## src/hdl/blank_chop_pkg.sv

```systemverilog
// Shared constants, register layouts and selector decoding
package blank_chop_pkg;

  // ==========================================================
  // Register word indexes (byte offsets 0x0, 0x4, 0x8)
  localparam logic [1:0] IDX_CTRL  = 2'h0;
  localparam logic [1:0] IDX_DELAY = 2'h1;
  localparam logic [1:0] IDX_AUX   = 2'h2;

  // ==========================================================
  // Reset values and writable bit masks
  localparam logic [15:0] CTRL_RESET  = 16'h0000;
  localparam logic [15:0] DELAY_RESET = 16'h0000;
  localparam logic [15:0] AUX_RESET   = 16'h0000;
  localparam logic [15:0] CTRL_WMASK  = 16'hfc3f;
  localparam logic [15:0] DELAY_WMASK = 16'h0ff8;
  localparam logic [15:0] AUX_WMASK   = 16'hcf3f;

  // ==========================================================
  // Field positions
  localparam int DELAY_LSB = 3;
  localparam int DELAY_MSB = 11;
  localparam int DELAY_W   = 9;
  localparam int SEL_W     = 4;
  localparam int GEN_COUNT = 9;
  localparam int CNT_W     = 12;

  // ==========================================================
  // Timing
  localparam int STEP_PS     = 8320;
  localparam int CLK_PS      = 100000;
  localparam int STEP_CYCLES = (STEP_PS + CLK_PS - 1) / CLK_PS < 1 ? 1 :
                               (STEP_PS + CLK_PS - 1) / CLK_PS;

  // ==========================================================
  // Register layouts
  typedef struct packed {
    logic       highRiseTriggerEn;
    logic       highFallTriggerEn;
    logic       lowRiseTriggerEn;
    logic       lowFallTriggerEn;
    logic       faultBlankEn;
    logic       curlimBlankEn;
    logic [3:0] unused;
    logic       blankOnSignalHigh;
    logic       blankOnSignalLow;
    logic       blankHighSideHigh;
    logic       blankHighSideLow;
    logic       blankLowSideHigh;
    logic       blankLowSideLow;
  } blank_ctrl_s;

  typedef struct packed {
    logic             hiresPeriodOff;
    logic             hiresDutyOff;
    logic [1:0]       unusedHigh;
    logic [SEL_W-1:0] blankSourceSelect;
    logic [1:0]       unusedLow;
    logic [SEL_W-1:0] chopSourceSelect;
    logic             highChopEn;
    logic             lowChopEn;
  } aux_ctrl_s;

  typedef enum logic [1:0] {
    LEB_IDLE = 2'b01,
    LEB_RUN  = 2'b10
  } leb_state_e;

  // Code 0 picks the fallback, 1..9 a generator, others read low
  function automatic logic pick_source(
    input logic [SEL_W-1:0]     code,
    input logic [GEN_COUNT-1:0] peers,
    input logic                 fallback
  );
    logic r;
    r = 1'b0;
    if (code == 4'h0) begin
      r = fallback;
    end else if (code <= 4'h9) begin
      r = peers[code - 4'h1];
    end
    return r;
  endfunction

endpackage

```

## src/hdl/pin_sync.sv

```systemverilog
// Two-stage synchroniser for asynchronous pin inputs
`timescale 1ns/1ns
module pin_sync #(
  parameter int W = 2
) (
  input  wire logic         sys_clk,
  input  wire logic         nrst,
  input  wire logic [W-1:0] pinIn,
  output logic      [W-1:0] syncOut
);

  logic [W-1:0] stage1;

  // ==========================================================
  // Per-bit flop pair
  for (genvar i = 0; i < W; i++) begin : g_bit
    always_ff @(posedge sys_clk or negedge nrst) begin
      if (!nrst) begin
        stage1[i]  <= 1'b0;
        syncOut[i] <= 1'b0;
      end else begin
        stage1[i]  <= pinIn[i];
        syncOut[i] <= stage1[i];
      end
    end
  end

endmodule // pin_sync

```

## src/hdl/blank_timer.sv

```systemverilog
// Leading-edge blanking counter
`timescale 1ns/1ns
module blank_timer
  import blank_chop_pkg::*;
(
  input  wire logic               sys_clk,
  input  wire logic               nrst,
  input  wire logic               trigger,
  input  wire logic               tick,
  input  wire logic [DELAY_W-1:0] delay,
  output logic                    active
);

  leb_state_e       state;
  logic [CNT_W-1:0] count;
  logic [CNT_W-1:0] target;
  logic             done;

  assign target = CNT_W'(delay * STEP_CYCLES);
  assign done   = tick && (count + 12'h001 >= target);
  assign active = state[1];

  // ==========================================================
  // Counter and state
  always_ff @(posedge sys_clk or negedge nrst) begin
    if (!nrst) begin
      state <= LEB_IDLE;
      count <= 12'h000;
    end else begin
      case (state)
        LEB_IDLE: begin
          if (trigger && target != 12'h000) begin
            state <= LEB_RUN;
            count <= 12'h000;
          end
        end
        LEB_RUN: begin
          if (trigger) begin
            count <= 12'h000;
          end else if (done) begin
            state <= LEB_IDLE;
          end else if (tick) begin
            count <= count + 12'h001;
          end
        end
        default: begin
          state <= LEB_IDLE;
        end
      endcase
    end
  end
endmodule // blank_timer

```

## src/hdl/pwm_blanking_and_chop_control.sv

```systemverilog
// PWM blanking, state blanking and chop control with Avalon-MM registers
//
// Functional notes
// - High-side edges start blanking when enabled
// - Low-side edges start blanking when enabled
// - Fault input blanked only when enabled
// - Current-limit input blanked only when enabled
// - Delay field bits 11:3, one step each
// - Delay counter advances on prescaled clock
// - Block inputs while selected signal high
// - Block inputs while selected signal low
// - Block inputs while high side high
// - Block inputs while high side low
// - Block inputs while low side high
// - Block inputs while low side low
// - Blank source code picks generator, zero none
// - Selected signal blanks only when enabled
// - Chop source code zero is internal clock
// - High-side output gated by chop clock
// - Low-side output gated by chop clock
// - Period disable bit turns off hires period
// - Duty disable bit turns off hires duty
// - Unimplemented register bits read zero
`timescale 1ns/1ns
module pwm_blanking_and_chop_control
  import blank_chop_pkg::*;
(
  input  wire logic                 sys_clk,
  input  wire logic                 nrst,
  // Avalon-MM slave
  input  wire logic [1:0]           address,
  input  wire logic                 read,
  input  wire logic                 write,
  input  wire logic [31:0]          writedata,
  input  wire logic [3:0]           byteenable,
  output logic      [31:0]          readdata,
  output logic                      waitrequest,
  // PWM core side
  input  wire logic                 pwmHighIn,
  input  wire logic                 pwmLowIn,
  input  wire logic [GEN_COUNT-1:0] peerHighSide,
  input  wire logic                 chopClockGen,
  input  wire logic                 prescaleTick,
  // Protection inputs from pins
  input  wire logic                 faultIn,
  input  wire logic                 curlimIn,
  // Outputs
  output logic                      highSideOutput,
  output logic                      lowSideOutput,
  output logic                      faultOut,
  output logic                      curlimOut,
  output logic                      hiresPeriodOff,
  output logic                      hiresDutyOff
);

  // ==========================================================
  // Declarations
  blank_ctrl_s        ctrl;
  aux_ctrl_s          aux;
  logic [15:0]        delayReg;
  logic [DELAY_W-1:0] delayField;
  logic [1:0]         pinSync;
  logic               faultSync;
  logic               curlimSync;
  logic               prevHigh;
  logic               prevLow;
  logic               highRise;
  logic               highFall;
  logic               lowRise;
  logic               lowFall;
  logic               trig;
  logic               lebActive;
  logic               blankSig;
  logic               blankSigLow;
  logic               chopSig;
  logic               stateBlank;
  logic               faultBlock;
  logic               curlimBlock;
  logic               accept;
  logic [15:0]        next_readdata;

  // ==========================================================
  // Write merge with byte enables and writable mask
  function automatic logic [15:0] merge(
    input logic [15:0] old,
    input logic [31:0] wd,
    input logic [3:0]  be,
    input logic [15:0] mask
  );
    logic [15:0] r;
    r = old;
    if (be[0]) begin
      r[7:0] = wd[7:0];
    end
    if (be[1]) begin
      r[15:8] = wd[15:8];
    end
    return r & mask;
  endfunction

  // ==========================================================
  // Bus handshake: one wait cycle, then the access completes
  assign accept = !waitrequest && (read || write);

  always_ff @(posedge sys_clk or negedge nrst) begin
    if (!nrst) begin
      waitrequest <= 1'b1;
    end else if (waitrequest && (read || write)) begin
      waitrequest <= 1'b0;
    end else begin
      waitrequest <= 1'b1;
    end
  end

  // ==========================================================
  // Register writes
  always_ff @(posedge sys_clk or negedge nrst) begin
    if (!nrst) begin
      ctrl     <= CTRL_RESET;
      delayReg <= DELAY_RESET;
      aux      <= AUX_RESET;
    end else if (accept && write) begin
      case (address)
        IDX_CTRL:  ctrl     <= merge(ctrl, writedata, byteenable,
                                     CTRL_WMASK);
        IDX_DELAY: delayReg <= merge(delayReg, writedata, byteenable,
                                     DELAY_WMASK);
        IDX_AUX:   aux      <= merge(aux, writedata, byteenable,
                                     AUX_WMASK);
        default: begin
        end
      endcase
    end
  end

  // ==========================================================
  // Read data, unmapped reads return zero
  always_comb begin
    case (address)
      IDX_CTRL:  next_readdata = ctrl & CTRL_WMASK;
      IDX_DELAY: next_readdata = delayReg & DELAY_WMASK;
      IDX_AUX:   next_readdata = aux & AUX_WMASK;
      default:   next_readdata = 16'h0000;
    endcase
  end

  always_ff @(posedge sys_clk or negedge nrst) begin
    if (!nrst) begin
      readdata <= 32'h0000_0000;
    end else if (waitrequest && read) begin
      readdata <= {16'h0000, next_readdata};
    end
  end

  // ==========================================================
  // Pin synchronisers
  pin_sync #(
    .W (2)
  ) u_pin_sync (
    .sys_clk (sys_clk),
    .nrst    (nrst),
    .pinIn   ({faultIn, curlimIn}),
    .syncOut (pinSync)
  );

  assign faultSync  = pinSync[1];
  assign curlimSync = pinSync[0];

  // ==========================================================
  // Edge detection and blanking trigger
  always_ff @(posedge sys_clk or negedge nrst) begin
    if (!nrst) begin
      prevHigh <= 1'b0;
      prevLow  <= 1'b0;
    end else begin
      prevHigh <= pwmHighIn;
      prevLow  <= pwmLowIn;
    end
  end

  assign highRise = pwmHighIn && !prevHigh;
  assign highFall = !pwmHighIn && prevHigh;
  assign lowRise  = pwmLowIn && !prevLow;
  assign lowFall  = !pwmLowIn && prevLow;

  assign trig = (highRise && ctrl.highRiseTriggerEn)
             || (highFall && ctrl.highFallTriggerEn)
             || (lowRise && ctrl.lowRiseTriggerEn)
             || (lowFall && ctrl.lowFallTriggerEn);

  assign delayField = delayReg[DELAY_MSB:DELAY_LSB];

  blank_timer u_blank_timer (
    .sys_clk (sys_clk),
    .nrst    (nrst),
    .trigger (trig),
    .tick    (prescaleTick),
    .delay   (delayField),
    .active  (lebActive)
  );

  // ==========================================================
  // State blanking
  assign blankSig = pick_source(aux.blankSourceSelect, peerHighSide,
                                1'b0);

  // Code zero means no selected-signal blanking at all, low level included
  assign blankSigLow = !blankSig
                    && aux.blankSourceSelect != 4'h0;

  assign stateBlank = (ctrl.blankOnSignalHigh && blankSig)
                   || (ctrl.blankOnSignalLow && blankSigLow)
                   || (ctrl.blankHighSideHigh && pwmHighIn)
                   || (ctrl.blankHighSideLow && !pwmHighIn)
                   || (ctrl.blankLowSideHigh && pwmLowIn)
                   || (ctrl.blankLowSideLow && !pwmLowIn);

  assign faultBlock  = ctrl.faultBlankEn
                    && (lebActive || stateBlank);
  assign curlimBlock = ctrl.curlimBlankEn
                    && (lebActive || stateBlank);

  always_ff @(posedge sys_clk or negedge nrst) begin
    if (!nrst) begin
      faultOut  <= 1'b0;
      curlimOut <= 1'b0;
    end else begin
      faultOut  <= faultSync && !faultBlock;
      curlimOut <= curlimSync && !curlimBlock;
    end
  end

  // ==========================================================
  // Chopping
  assign chopSig = pick_source(aux.chopSourceSelect, peerHighSide,
                               chopClockGen);

  always_ff @(posedge sys_clk or negedge nrst) begin
    if (!nrst) begin
      highSideOutput <= 1'b0;
      lowSideOutput  <= 1'b0;
    end else begin
      highSideOutput <= pwmHighIn
                     && (!aux.highChopEn || chopSig);
      lowSideOutput  <= pwmLowIn
                     && (!aux.lowChopEn || chopSig);
    end
  end

  // ==========================================================
  // High-resolution disables
  always_ff @(posedge sys_clk or negedge nrst) begin
    if (!nrst) begin
      hiresPeriodOff <= 1'b0;
      hiresDutyOff   <= 1'b0;
    end else begin
      hiresPeriodOff <= aux.hiresPeriodOff;
      hiresDutyOff   <= aux.hiresDutyOff;
    end
  end
endmodule // pwm_blanking_and_chop_control

```

## config.mk

```make
export PLATFORM = sky130hd
export DESIGN_NAME = pwm_blanking_and_chop_control
export DESIGN_NICKNAME = d
export VERILOG_FILES = /design/src/hdl/blank_chop_pkg.sv /design/src/hdl/pin_sync.sv /design/src/hdl/blank_timer.sv /design/src/hdl/pwm_blanking_and_chop_control.sv
export SDC_FILE = /design/constraint.sdc
export NUM_CORES = 1
export LEC_CHECK = 0
export ABC_CLOCK_PERIOD_IN_PS = 3200
export BUFFER_PORTS_ARGS = -buffer_cell sky130_fd_sc_hd__buf_2
export CAP_MARGIN = 40
export CORE_ASPECT_RATIO = 1.2
export CORE_MARGIN = 2
export CORE_UTILIZATION = 56
export CTS_BUF_LIST = sky130_fd_sc_hd__clkbuf_4 sky130_fd_sc_hd__clkbuf_8
export DETAILED_ROUTE_END_ITERATION = 12
export PLACE_DENSITY = 0.92
export SLEW_MARGIN = 20
export SYNTH_ARGS = -nofsm -noshare
export SYNTH_HDL_FRONTEND = slang
export SYNTH_SLANG_ARGS = --single-unit
```

## constraint.sdc

```tcl
create_clock -name sys_clk -period 3.2 [get_ports sys_clk]
set_input_delay 0.32 -clock sys_clk [delete_from_list [all_inputs] [get_ports sys_clk]]
set_output_delay 0.32 -clock sys_clk [all_outputs]
set_load 0.02 [all_outputs]
```

==> results_dict.tcl <==
set metrics [dict create \
    die-area_sq_mm 0.00799 \
    yosys_register_bits 76 \
    clkSinkCount 76 \
    met3_usage_pct 5.48 \
    grtUsageMet2_pct 44.8 \
    placementRows 34 \
    synthArstFlopShare_pct 100 \
    period_share_pct 97.2 \
    netlist_instances 403 \
    htreeDepth 3 \
    grt_antenna_before_repair 0 \
    end_kind "flop" \
    cap_violations 0 \
    cts_buffer_depth 2 \
    design_area_sq_mm 0.00470 \
    grt_usage_pct 26.6 \
    globalRoute.busiestLayer "met2" \
    core_sq_mm 0.00715 \
    clk_pin_slew_ns 0.09 \
    io_pins 96 \
    reg2reg_slack_ns 0.09 \
    synth_edf_count 0 \
    peakVddDrop_mv 0.374 \
    rsz0062_at_grt "true" \
    fmax_ghz 0.321 \
    synthesis.yosys.warnings 0 \
    synthesis.area_sq_mm 0.00408 \
    placed_area_sq_mm 0.00443 \
    hold-path-endpoint "u_pin_sync.stage1[1]$_DFF_PN0_" \
    synthFlopType "dfrtp_1" \
    initialDrtViolationCount 252 \
    gp_congestion 0.865 \
    seq_area_frac_synth_pct 46.6 \
    clock_latency_ns 0.35 \
    vias 3439 \
    hold_violations 0 \
    syn2layout_area_growth_pct 15.1 \
    r2r_end "u_blank_timer.count[4]$_DFFE_PN0P_" \
    placed_cells 545 \
    path_class "reg2reg" \
    finalCriticalPeriod_ns 3.11 \
    dr.pass1.iters 5 \
    worst_slew_pin_slew_ns 0.672 \
    min_from "faultIn" \
    critPathMaxFanout 5 \
    grt_max_degree 58 \
    synth_area_leader_cell "dfrtp_1" \
    p_total_mw 3.10 \
    synth_cell_type_count 52 \
    io_buffers 61 \
    start_util_pct 57.1 \
    met1_usage_pct 29.9 \
    grt_pass1_wl_microns 16200 \
    skew_ns 0.0153 \
    min_path_cells 1 \
    grt_pass1_vias 3513 \
    num-fill-cells 522 \
    reg2regPathDepth 11 \
    drive_gt1_share_pct 25.9 \
    yosys.area.top_type_share_pct 45.4 \
    via_per_inst 6.09 \
    cts_tree "yes" \
    ant_nets 0 \
    syn_avg_cell_area_sq_um 10.1 \
    cp.arrival_ns 3.38 \
    dp_hpwl_microns 7330 \
    overflow 0 \
    worstReg2RegStart "u_blank_timer.count[1]$_DFFE_PN0P_" \
    drc_errors 0 \
    post-route-util_pct 65.7 \
    wirelength_microns 10400 \
    routedWlPerCell_microns 18.5 \
    power.density_mw_per_mm2 660 \
    max_slew_margin_pct 55.0 \
    worstPathRequired_ns 3.47 \
    p_leak_nw 2.26 \
    diodes 0 \
    start_kind "flop" \
    die_x_microns 81.9 \
    hold_class "in2reg" \
    root_buffer "clkbuf_8" \
    slew_violations 0 \
    outcome "complete, no violations" \
    instances_no_fill 565 \
    die_h_microns 97.5 \
    synthTopCellsByArea "dfrtp_1 (45%), mux2_2 (6.3%), nand2_1 (4.9%)" \
    finalSetupViolations 0 \
    numCtsBuffers 9 \
    final_nets 541 \
]
## per-stage QoR
stage               setup TNS [ns]  hold WS, ns  setup slack, ns
CTS                              0       0.0604           0.0366
global route                -0.108       0.0559          -0.0293
floorplan                        0       0.0244            0.205
detailed placement               0        0.235           0.0567
global placement                 0        0.334            0.172
finish                           0       0.0661           0.0882
## timing repair
action,CTS,global route
hold buffers,1,0
setup buffers,0,2
endpoints found under the hold margin,19,0
gates resized for setup,0,6
endpoints found under the setup margin,0,10
## layout by cell type (no fill, tap or decap), drive strengths merged, types with 3 or more instances in the layout
cell type / n
mux2: 23
nor2b: 4
nor2: 14
nand4b: 5
a22oi: 3
clkbuf: 9
dfrtp: 74
a21oi: 10
nor3: 10
xnor2: 6
conb: 16
mux2i: 14
a21boi: 6
ha: 14
xor2: 6
buf: 71
inv: 23
a22o: 4
o311ai: 4
or3: 5
nand3: 14
nand2b: 6
o31a: 3
and3: 4
o21ai: 38
a21o: 3
nand2: 53
## cell usage after synthesis (3+ instances only)
cell type and number:
a21o_1 3, o31a_1 3, a21boi_0 6, dfrtp_1 74, or3_1 5, o21ai_0 37
nor2b_1 4, xor2_1 6, buf_4 16, inv_1 19, a21oi_1 10, nand3_1 14
mux2_2 23, nand2_1 53, and3_1 4, xnor2_1 6, nand2b_1 6, nand4b_1 5
nor3_1 8, clkbuf_1 11, ha_1 14, buf_6 3, a22oi_1 3, nor2_1 14
mux2i_1 14, a22o_1 4, o311ai_0 4
## logic make-up after synthesis
logic type	count (synthesis)	share of synthesized area [%]
AND/OR/NAND/NOR	123	14.8
AO/OA/AOI/OAI	88	14.1
flip-flops	76	46.6
buffers and inverters	50	6.65
multiplexers	39	10.9
adder cells (fa/ha/maj)	14	4.29
XOR/XNOR	12	2.57
other	1	0.0919
## worst max-delay path, stage by stage (launching register included)
cell	delay (ns)
dfrtp_1	0.41
buf_4	0.13
and3_1	0.25
nand3_1	0.13
xnor2_1	0.29
ha_1	0.30
and3_1	0.20
a221o_1	0.34
a21oi_1	0.18
o21ai_2	0.11
or4_1	0.57
nand3_1	0.13
## layer usage
| layer | part of all wire [%] | up-vias |
|---|---|---|
| li1 | - | 1538 |
| met3 | 5.7 | 52 |
| met2 | 53 | 164 |
| met5 | 0 | - |
| met4 | 5.3 | 0 |
| met1 | 36 | 1685 |
## report_power, final
group / total [mW] / internal, mW / leakage [nW] / switching [mW]
logic: 0.983 / 0.412 / 1.20 / 0.570
clock network: 0.765 / 0.373 / 0.103 / 0.392
registers: 1.35 / 1.17 / 0.957 / 0.183
total: 3.10 / 1.96 / 2.26 / 1.14
## flip-flops by register name, summed over array words and instances, names as in the netlist, 2 cells and up
signal	count
u_pin_sync.stage1	2
ctrl	12
u_blank_timer.count	12
u_blank_timer.state	2
readdata	16
delayReg	9
u_pin_sync.syncOut	2
aux	12
## area by class of cell
type / instances / area (sq um) / share of cell area (%)
timing repair buffer: 72 / 420 / 8.95
tap: 90 / 113 / 2.40
inverter: 19 / 71.3 / 1.52
clock inverter: 7 / 80.1 / 1.70
clock buffer: 9 / 124 / 2.64
sequential: 76 / 1900 / 40.5
multi-input combinational: 292 / 1990 / 42.3
## worst max path at each step
stage | start | end | slack [ns] | cells after the start
6_report | u_blank_timer.count[1]$_DFFE_PN0P_ | u_blank_timer.count[4]$_DFFE_PN0P_ | 0.09 | 11
5_1_grt | u_blank_timer.count[1]$_DFFE_PN0P_ | u_blank_timer.count[5]$_DFFE_PN0P_ | -0.03 | 12
4_1_cts | u_blank_timer.count[1]$_DFFE_PN0P_ | u_blank_timer.count[10]$_DFFE_PN0P_ | 0.04 | 12
3_5_place_dp | u_blank_timer.count[1]$_DFFE_PN0P_ | u_blank_timer.count[10]$_DFFE_PN0P_ | 0.06 | 12
3_3_place_gp | u_blank_timer.count[1]$_DFFE_PN0P_ | u_blank_timer.count[9]$_DFFE_PN0P_ | 0.17 | 12
2_1_floorplan | u_blank_timer.count[0]$_DFFE_PN0P_ | u_blank_timer.count[7]$_DFFE_PN0P_ | 0.20 | 12
(Power assumes the default switching activity.)
